**config.mk**
```make
export PLATFORM = sky130hd
export DESIGN_NAME = usr_top
export DESIGN_NICKNAME = d
export VERILOG_FILES = /design/src/hdl/usr_pkg.sv /design/src/hdl/usr_top.sv /design/src/hdl/usr_fifo.sv
export SDC_FILE = /design/constraint.sdc
export NUM_CORES = 1
export LEC_CHECK = 0
export ABC_AREA = 1
export ABC_CLOCK_PERIOD_IN_PS = 3900
export BUFFER_PORTS_ARGS = -buffer_cell sky130_fd_sc_hd__clkbuf_2
export CAP_MARGIN = 20
export CELL_PAD_IN_SITES_DETAIL_PLACEMENT = 0
export CELL_PAD_IN_SITES_GLOBAL_PLACEMENT = 1
export CORE_UTILIZATION = 28
export DETAILED_ROUTE_END_ITERATION = 6
export PLACE_DENSITY_LB_ADDON = 0.15
export RECOVER_POWER = 25
export SLEW_MARGIN = 20
export SYNTH_ARGS = -nofsm -noshare
export SYNTH_HDL_FRONTEND = slang
export SYNTH_SLANG_ARGS = --single-unit
```
**constraint.sdc**
```tcl
create_clock -name i_clock -period 3.9 [get_ports i_clock]
set_input_delay 0.195 -clock i_clock [delete_from_list [all_inputs] [get_ports i_clock]]
set_output_delay 0.195 -clock i_clock [all_outputs]
set_load 0.05 [all_outputs]
```
**src/hdl/usr_pkg.sv**
```systemverilog
// constants, mode enumeration and shared helpers for the universal shift register
// Function
// eight stored bits, one edge-triggered flip-flop per position zero to seven.
// stored bits change only on a rising shift clock edge, except clear.
// active-low master clear forces all bits low at once, over mode and clock.
// both mode selects high: rising edge copies each parallel pin into its bit.
// select one low, zero high: right-shift input to bit zero, bit n to n+1.
// select one high, zero low: left-shift input to bit seven, bit n to n-1.
// both mode selects low: stored bits hold whatever the clock does.
// each bit drives its parallel pin; pins float while either enable is high.
// with pins floated, shift, hold, load and clear still work as selected.
// pins also float while both mode selects are high, whatever the enables.
// outside logic drives the parallel pins with the new word during load.
// bit zero and bit seven always shown on their own serial output pins.
package usr_pkg;

  localparam int unsigned WIDTH      = 8;
  localparam int unsigned MSB        = 7;
  localparam int unsigned FIFO_DEPTH = 8;
  localparam int unsigned SYNC_BITS  = 15;

  // bit positions inside the pin synchroniser word
  localparam int unsigned POS_SHIFT_CLOCK = 14;
  localparam int unsigned POS_SEL_HI      = 13;
  localparam int unsigned POS_SEL_LO      = 12;
  localparam int unsigned POS_SER_RIGHT   = 11;
  localparam int unsigned POS_SER_LEFT    = 10;
  localparam int unsigned POS_OE_N_A      = 9;
  localparam int unsigned POS_OE_N_B      = 8;

  // synchroniser reset: both enables high, all else low
  localparam logic [SYNC_BITS-1:0] SYNC_IDLE = 15'h0300;

  localparam logic [WIDTH-1:0] CLEAR_VALUE = 8'h00;
  localparam logic [WIDTH-1:0] PINS_DRIVEN = 8'hff;
  localparam logic [WIDTH-1:0] PINS_FLOAT  = 8'h00;

  typedef enum logic [1:0] {
    MODE_HOLD,
    MODE_RIGHT,
    MODE_LEFT,
    MODE_LOAD
  } usr_mode_t;

  // selects to operating mode
  function automatic usr_mode_t decode_mode(input logic sel_hi, input logic sel_lo);
    usr_mode_t m;
    m = MODE_HOLD;
    if (sel_hi && sel_lo) begin
      m = MODE_LOAD;
    end else if (sel_lo) begin
      m = MODE_RIGHT;
    end else if (sel_hi) begin
      m = MODE_LEFT;
    end
    return m;
  endfunction

endpackage

```
**src/hdl/usr_top.sv**
```systemverilog
// universal eight-bit shift and storage register with shared parallel pins
`timescale 1ns/1ps
module usr_top (
  input  wire logic                      i_clock,
  input  wire logic                      i_rst_n,
  input  wire logic                      i_shift_clock,
  input  wire logic                      i_master_clear_n,
  input  wire logic                      i_mode_sel_lo,
  input  wire logic                      i_mode_sel_hi,
  input  wire logic                      i_serial_in_right,
  input  wire logic                      i_serial_in_left,
  input  wire logic                      i_out_en_n_a,
  input  wire logic                      i_out_en_n_b,
  input  wire logic [usr_pkg::WIDTH-1:0] i_shared_parallel_pins,
  output logic      [usr_pkg::WIDTH-1:0] o_shared_parallel_pins,
  output logic      [usr_pkg::WIDTH-1:0] o_shared_parallel_pins_oe,
  output logic                           o_serial_out_first,
  output logic                           o_serial_out_last,
  output logic                           o_snap_valid,
  output logic      [usr_pkg::WIDTH-1:0] o_snap_data,
  input  wire logic                      i_snap_ready,
  output logic                           o_snap_lost
);

  // reset release through two flops
  logic rst1_q;
  logic rst2_q;
  wire  rst_n = rst2_q;

  always_ff @(posedge i_clock or negedge i_rst_n) begin
    if (!i_rst_n) begin
      rst1_q <= 1'b0;
      rst2_q <= 1'b0;
    end else begin
      rst1_q <= 1'b1;
      rst2_q <= rst1_q;
    end
  end

  // clear asserts at once, releases through two flops
  // reset joins it so both clear the stored bits
  wire  clr_src_n = i_rst_n & i_master_clear_n;
  logic clr1_q;
  logic clr2_q;
  wire  state_rst_n = clr2_q;

  always_ff @(posedge i_clock or negedge clr_src_n) begin
    if (!clr_src_n) begin
      clr1_q <= 1'b0;
      clr2_q <= 1'b0;
    end else begin
      clr1_q <= 1'b1;
      clr2_q <= clr1_q;
    end
  end

  // pin input synchronisers
  // reset to idle levels so the pins stay released
  logic [usr_pkg::SYNC_BITS-1:0] sync1_q;
  logic [usr_pkg::SYNC_BITS-1:0] sync2_q;
  wire  [usr_pkg::SYNC_BITS-1:0] pins_raw = {
    i_shift_clock,
    i_mode_sel_hi,
    i_mode_sel_lo,
    i_serial_in_right,
    i_serial_in_left,
    i_out_en_n_a,
    i_out_en_n_b,
    i_shared_parallel_pins
  };

  always_ff @(posedge i_clock or negedge rst_n) begin
    if (!rst_n) begin
      sync1_q <= usr_pkg::SYNC_IDLE;
      sync2_q <= usr_pkg::SYNC_IDLE;
    end else begin
      sync1_q <= pins_raw;
      sync2_q <= sync1_q;
    end
  end

  wire                      s_shift_clock = sync2_q[usr_pkg::POS_SHIFT_CLOCK];
  wire                      s_sel_hi      = sync2_q[usr_pkg::POS_SEL_HI];
  wire                      s_sel_lo      = sync2_q[usr_pkg::POS_SEL_LO];
  wire                      s_ser_right   = sync2_q[usr_pkg::POS_SER_RIGHT];
  wire                      s_ser_left    = sync2_q[usr_pkg::POS_SER_LEFT];
  wire                      s_oe_n_a      = sync2_q[usr_pkg::POS_OE_N_A];
  wire                      s_oe_n_b      = sync2_q[usr_pkg::POS_OE_N_B];
  wire [usr_pkg::WIDTH-1:0] s_par_pins    = sync2_q[usr_pkg::WIDTH-1:0];

  // rising edge of the shift clock
  // previous level resets low, the idle pin level
  logic clk_prev_q;
  wire  shift_edge = s_shift_clock && !clk_prev_q;

  always_ff @(posedge i_clock or negedge rst_n) begin
    if (!rst_n) begin
      clk_prev_q <= 1'b0;
    end else begin
      clk_prev_q <= s_shift_clock;
    end
  end

  // mode decode and next-state selection
  usr_pkg::usr_mode_t mode;
  assign mode = usr_pkg::decode_mode(s_sel_hi, s_sel_lo);

  logic [usr_pkg::WIDTH-1:0] state_q;
  logic [usr_pkg::WIDTH-1:0] state_d;

  wire [usr_pkg::WIDTH-1:0] shifted_right = {state_q[usr_pkg::MSB-1:0], s_ser_right};
  wire [usr_pkg::WIDTH-1:0] shifted_left  = {s_ser_left, state_q[usr_pkg::MSB:1]};

  always_comb begin
    unique case (mode)
      usr_pkg::MODE_HOLD:  state_d = state_q;
      usr_pkg::MODE_RIGHT: state_d = shifted_right;
      usr_pkg::MODE_LEFT:  state_d = shifted_left;
      usr_pkg::MODE_LOAD:  state_d = s_par_pins;
    endcase
  end

  // eight stored bits, cleared asynchronously
  // selects and data are the synced copies
  always_ff @(posedge i_clock or negedge state_rst_n) begin
    if (!state_rst_n) begin
      state_q <= usr_pkg::CLEAR_VALUE;
    end else if (shift_edge) begin
      state_q <= state_d;
    end
  end

  // pin drivers and serial outputs
  wire load_sel     = (mode == usr_pkg::MODE_LOAD);
  wire enables_low  = !s_oe_n_a && !s_oe_n_b;
  wire pins_enabled = enables_low && !load_sel;
  wire [usr_pkg::WIDTH-1:0] oe_d = pins_enabled ? usr_pkg::PINS_DRIVEN : usr_pkg::PINS_FLOAT;

  logic [usr_pkg::WIDTH-1:0] oe_q;

  always_ff @(posedge i_clock or negedge rst_n) begin
    if (!rst_n) begin
      oe_q <= usr_pkg::PINS_FLOAT;
    end else begin
      oe_q <= oe_d;
    end
  end

  assign o_shared_parallel_pins    = state_q;
  assign o_shared_parallel_pins_oe = oe_q;

  // end bits for chaining
  assign o_serial_out_first        = state_q[0];
  assign o_serial_out_last         = state_q[usr_pkg::MSB];

  // snapshot of every word changed on a shift edge, held until the fifo accepts it or the next change overwrites it
  // an edge during clear stores nothing, so nothing is captured
  wire  edge_taken = shift_edge && state_rst_n;
  wire  changed    = edge_taken && (state_d != state_q);
  logic                      pend_valid_q;
  logic [usr_pkg::WIDTH-1:0] pend_data_q;
  logic                      lost_q;
  logic                      fifo_in_ready;
  logic                      fifo_out_valid;
  logic [usr_pkg::WIDTH-1:0] fifo_out_data;
  logic                      out_valid_q;
  logic [usr_pkg::WIDTH-1:0] out_data_q;

  // stream stalls back into the pending word
  wire fifo_out_ready = !out_valid_q || i_snap_ready;
  wire overwrite      = changed && pend_valid_q && !fifo_in_ready;

  always_ff @(posedge i_clock or negedge rst_n) begin
    if (!rst_n) begin
      pend_valid_q <= 1'b0;
      pend_data_q  <= usr_pkg::CLEAR_VALUE;
      lost_q       <= 1'b0;
    end else begin
      if (changed) begin
        pend_valid_q <= 1'b1;
        pend_data_q  <= state_d;
      end else if (fifo_in_ready) begin
        pend_valid_q <= 1'b0;
      end
      if (overwrite) begin
        lost_q <= 1'b1;
      end
    end
  end

  // eight-word buffer between capture and stream
  usr_fifo #(
    .W (usr_pkg::WIDTH),
    .D (usr_pkg::FIFO_DEPTH)
  ) usr_fifo_inst (
    .i_clock     (i_clock),
    .i_rst_n     (rst_n),
    .i_in_valid  (pend_valid_q),
    .o_in_ready  (fifo_in_ready),
    .i_in_data   (pend_data_q),
    .o_out_valid (fifo_out_valid),
    .i_out_ready (fifo_out_ready),
    .o_out_data  (fifo_out_data)
  );

  // registered stream output
  // advances when empty or when the word is taken
  always_ff @(posedge i_clock or negedge rst_n) begin
    if (!rst_n) begin
      out_valid_q <= 1'b0;
      out_data_q  <= usr_pkg::CLEAR_VALUE;
    end else if (fifo_out_ready) begin
      out_valid_q <= fifo_out_valid;
      out_data_q  <= fifo_out_data;
    end
  end

  assign o_snap_valid = out_valid_q;
  assign o_snap_data  = out_data_q;
  assign o_snap_lost  = lost_q;

endmodule

```
**src/hdl/usr_fifo.sv**
```systemverilog
// parameterised flip-flop fifo with valid and ready on both sides
`timescale 1ns/1ps
module usr_fifo #(
  parameter int unsigned W = 8,
  parameter int unsigned D = 8
) (
  input  wire logic         i_clock,
  input  wire logic         i_rst_n,
  input  wire logic         i_in_valid,
  output logic              o_in_ready,
  input  wire logic [W-1:0] i_in_data,
  output logic              o_out_valid,
  input  wire logic         i_out_ready,
  output logic [W-1:0]      o_out_data
);

  localparam int unsigned AW = (D > 1) ? $clog2(D) : 1;
  localparam logic [AW:0] FULL_COUNT = AW'(D) == '0 ? (AW+1)'(D) : (AW+1)'(D);
  localparam logic [AW-1:0] LAST_IDX = AW'(D - 1);

  logic [W-1:0]  mem_q [D];
  logic [AW-1:0] wr_q;
  logic [AW-1:0] rd_q;
  logic [AW:0]   count_q;

  wire push = i_in_valid && o_in_ready;
  wire pop  = o_out_valid && i_out_ready;

  assign o_in_ready  = (count_q != FULL_COUNT);
  assign o_out_valid = (count_q != '0);
  assign o_out_data  = mem_q[rd_q];

  // index step with wrap
  function automatic logic [AW-1:0] step(input logic [AW-1:0] p);
    return (p == LAST_IDX) ? '0 : p + 1'b1;
  endfunction

  always_ff @(posedge i_clock or negedge i_rst_n) begin
    if (!i_rst_n) begin
      wr_q    <= '0;
      rd_q    <= '0;
      count_q <= '0;
    end else begin
      if (push) begin
        wr_q <= step(wr_q);
      end
      if (pop) begin
        rd_q <= step(rd_q);
      end
      if (push && !pop) begin
        count_q <= count_q + 1'b1;
      end else if (pop && !push) begin
        count_q <= count_q - 1'b1;
      end
    end
  end

  always_ff @(posedge i_clock) begin
    if (push) begin
      mem_q[wr_q] <= i_in_data;
    end
  end

endmodule

```
==> impl_metrics.csv <==
group,metric,value,unit
outcome,status,"complete, no violations",
synthesis,synth_most_common_cell,"nand2_1",
critical_path,rr_startpoint,"o_snap_valid$_DFFE_PN0N_",
critical_path,critPathLaunch,"o_snap_valid$_DFFE_PN0N_",
layout,nets,580,
floorplan,chipWidth,143,um
synthesis,synth_seq_area_share,67.4,%
synthesis,synth_warnings,0,
synthesis,syn-cell-area,5570,um^2
run,cap_violations,0,
worst_hold_path,hold_path.class,"in -> async",
critical_path,rr_worst_depth,13,
clock_tree,cts-root-buf,"clkbuf_16",
placement,globalplace.congestion,0.732,
clock_tree,worstSkewPairLatency,0.42,ns
synthesis,synth_top_area_share,34.5,%
synthesis,synthArstFlopShare,53.3,%
synthesis,syn_inst,492,
critical_path,crit_path_max_incr_delay,0.55,ns
clock_tree,cts_resized,0,
global_route,grtUsageTotal,13.2,%
drt,postRouteAntennaNets,0,
synthesis,ys.flop_type,"dfrtp_1",
drt,vias_per_cell,4.38,
floorplan,io_pins,47,
critical_path,crit_fanout,10,
layout,multi_input_area,1500,um^2
sta,worst-slew-pin-transition,0.900,ns
critical_path,r2r-end,"usr_fifo_inst.count_q[3]$_DFFE_PN0P_",
floorplan,rows,51,
sta,fin_setup_tns,0,ns
drt,wl,12000,um
drt,wire_per_inst,14.4,um
layout,num_antenna_cells,0,
sta,skew,0.0115,ns
floorplan,initial_utilization,28.6,%
synthesis,synth_area_leaders,"edfxtp_1, dfrtp_1, nand3_1",
sta,max_freq,380,MHz
clock_tree,htree_levels,4,
synthesis,avgSynthCellArea,11.3,um^2
critical_path,rrSetupSlack,1.27,ns
sta,period_minus_slack,2.63,ns
floorplan,dieArea,20500,um^2
drt,num_vias,3642,
floorplan,die_y,143,um
sta,slew_headroom,39.8,%
synthesis,yosysUniqueCellTypes,33,
floorplan,core_area,19500,um^2
critical_path,arrival,2.93,ns
critical_path,crit_family,"simple AND/OR/NAND/NOR gates",
sta,hold_ws,0.105,ns
placement,portBuffers,46,
global_route,grt_pass1_vias,3735,
clock_tree,cts.sinks,137,
drt,drc,0,
sta,rsz0062_at_grt,"no",
critical_path,path_common_cell,"inv_1",
power,leakagePower,2.79,nW
placement,post-dp-hpwl,8110,um
layout,area.sequential,3750,um^2
layout,n_fill_cell,2009,
critical_path,critPathSlowestCell,"nor2_1",
synthesis,ys_ff_latch,137,
power,power.total,4.71,mW
critical_path,start_kind,"flop",
synthesis,yosys.area.top_type,"edfxtp_1",
sta,fin_crit_sh,67.4,%
sta,drv_slew,0,
clock_tree,numCtsBuffers,17,
global_route,grt_pass1_wl,20000,um
layout,drive_gt1_share,16.4,%
sta,setup_viol,0,
critical_path,path_buf_inv,3,
drt,drtIter0Drc,155,
global_route,antenna_found_initial,0,
critical_path,critPathCaptureType,"flop",
global_route,globalRouteOverflowTotal,0,
critical_path,crit_type,"reg -> reg",
critical_path,required,4.20,ns
drt,firstDrtPassIters,4,
synthesis,synth_edf_count,64,
synthesis,synth_commonest_cells,"nand2_1, dfrtp_1, edfxtp_1, nand3_1, nor2_1",
clock_tree,clk_pin_slew_worst_paths,0.06,ns
power,peakVddDrop,0.323,mV
clock_tree,cts.path.max_buffers,2,
global_route,grt_start_max_net_pins,36,
critical_path,crit_chain,"inv_1 -> nor2_1 -> a31oi_1 -> inv_1 -> ha_1 -> inv_1 -> ha_1 -> a21o_1 -> a21oi_1 -> nand2_1 -> nand2_1 -> nor2_1 -> xor2_1",
power,power_density,702,nW/um^2
clock_tree,post-cts-setup-buffer-count,0,
layout,synthToLayoutAreaGrowth,20.6,%
clock_tree,cts_tree,"built",
sta,hold_viol,0,
==> worst max-delay path by stage <==
stage,to,slack (ns),cells past startpoint
4_1_cts,usr_fifo_inst.count_q[3]$_DFFE_PN0P_,1.22,12
5_1_grt,usr_fifo_inst.count_q[3]$_DFFE_PN0P_,0.98,13
6_report,usr_fifo_inst.count_q[3]$_DFFE_PN0P_,1.27,13
2_1_floorplan,usr_fifo_inst.count_q[3]$_DFFE_PN0P_,1.36,13
3_3_place_gp,usr_fifo_inst.count_q[3]$_DFFE_PN0P_,1.34,13
3_5_place_dp,usr_fifo_inst.count_q[3]$_DFFE_PN0P_,1.23,13
==> registers in the layout, summed over array words and instances (netlist names) <==
| signal | count |
|---|---|
| o_snap_lost | 1 |
| sync1_q | 15 |
| usr_fifo_inst.count_q | 4 |
| rst2_q | 1 |
| rst1_q | 1 |
| clk_prev_q | 1 |
| sync2_q | 15 |
| usr_fifo_inst.wr_q | 3 |
| clr1_q | 1 |
| o_shared_parallel_pins | 8 |
| pend_data_q | 8 |
| clr2_q | 1 |
| pend_valid_q | 1 |
| o_snap_valid | 1 |
| o_snap_data | 8 |
| o_shared_parallel_pins_oe | 1 |
| usr_fifo_inst.mem_q | 64 |
| usr_fifo_inst.rd_q | 3 |
==> metrics by stage <==
stage | setup slack (ns) | cells | cell area (um^2) | utilization [%]
final | 1.27 | 831 | 6720 | 34.5
after CTS | 1.22 | 831 | 6720 | 34.5
after global routing | 0.979 | 831 | 6720 | 34.5
after floorplan | 1.36 | 493 | 5570 | -
after detailed placement | 1.23 | 782 | 5990 | 30.8
after global placement | 1.34 | 782 | 5990 | 30.8
==> cell families (layout without fill, tap and decap cells) <==
kind of cell,after synthesis,in the layout,synth area share (%)
AO/OA/AOI/OAI,83,83,8.67
buffers and inverters,63,136,5.77
AND/OR/NAND/NOR,197,197,15.7
adder cells (fa/ha/maj),8,8,1.93
flip-flops,137,137,67.4
other,1,2,0.0673
XOR/XNOR,3,3,0.472
==> repair_timing <==
action / in CTS / in global routing
hold buffers: 17 / 0
hold endpoints to repair: 19 / 0
endpoints found under the setup margin: 0 / 0
==> worst reg2reg max path: stages, from the launching register on <==
cell     delay, ns
dfrtp_1       0.34
inv_1         0.04
nor2_1        0.55
a31oi_1       0.24
inv_1         0.16
ha_1          0.19
inv_1         0.09
ha_1          0.27
a21o_1        0.17
a21oi_1       0.16
nand2_1       0.07
nand2_1       0.06
nor2_1        0.04
xor2_1        0.13
==> cell usage in the layout (no fill, tap or decap), types with 2 or more instances in the layout <==
cell type and count:
dfrtp_1 68, o21ai_0 50, inv_2 2, clkbuf_16 17
clkinv_1 5, nor2_2 2, conb_1 2, nor2_1 55
nand2_1 70, clkinvlp_4 5, o21ai_1 5, nand2_4 2
a21oi_1 8, edfxtp_1 64, nand3_2 2, dfstp_2 4
bufinv_16 2, ha_1 7, nand4_1 9, inv_1 32
buf_4 4, clkbuf_2 45, clkbuf_1 2, xnor2_1 2
o221ai_1 16, dlygate4sd3_1 17, nand3_1 55, clkinv_2 3
==> cell type report <==
type | instances | share of cell area [%]
clock inverters | 14 | 1.97
inverters | 37 | 2.10
clock buffers | 18 | 6.39
flip-flops and latches | 137 | 55.9
repair buffers | 67 | 6.39
well taps | 265 | 4.94
multi-input cells | 293 | 22.3
==> routing by layer <==
metal  global-route usage (%)  up-vias  routed length (um)
met5                        0        -                   0
met4                     4.53        0                 144
met3                     3.96       10                 386
met2                     22.1       61                5820
met1                     16.1     1750                5650
li1                         -     1821                   -
==> power breakdown <==
part           total (mW)  switching, mW  leakage [nW]  internal [mW]
clock                1.53          0.604         0.260          0.930
combinational        1.24          0.873          1.07          0.366
sequential           1.94          0.188          1.45           1.75
No activity file was read; power rests on OpenSTA's default activity.
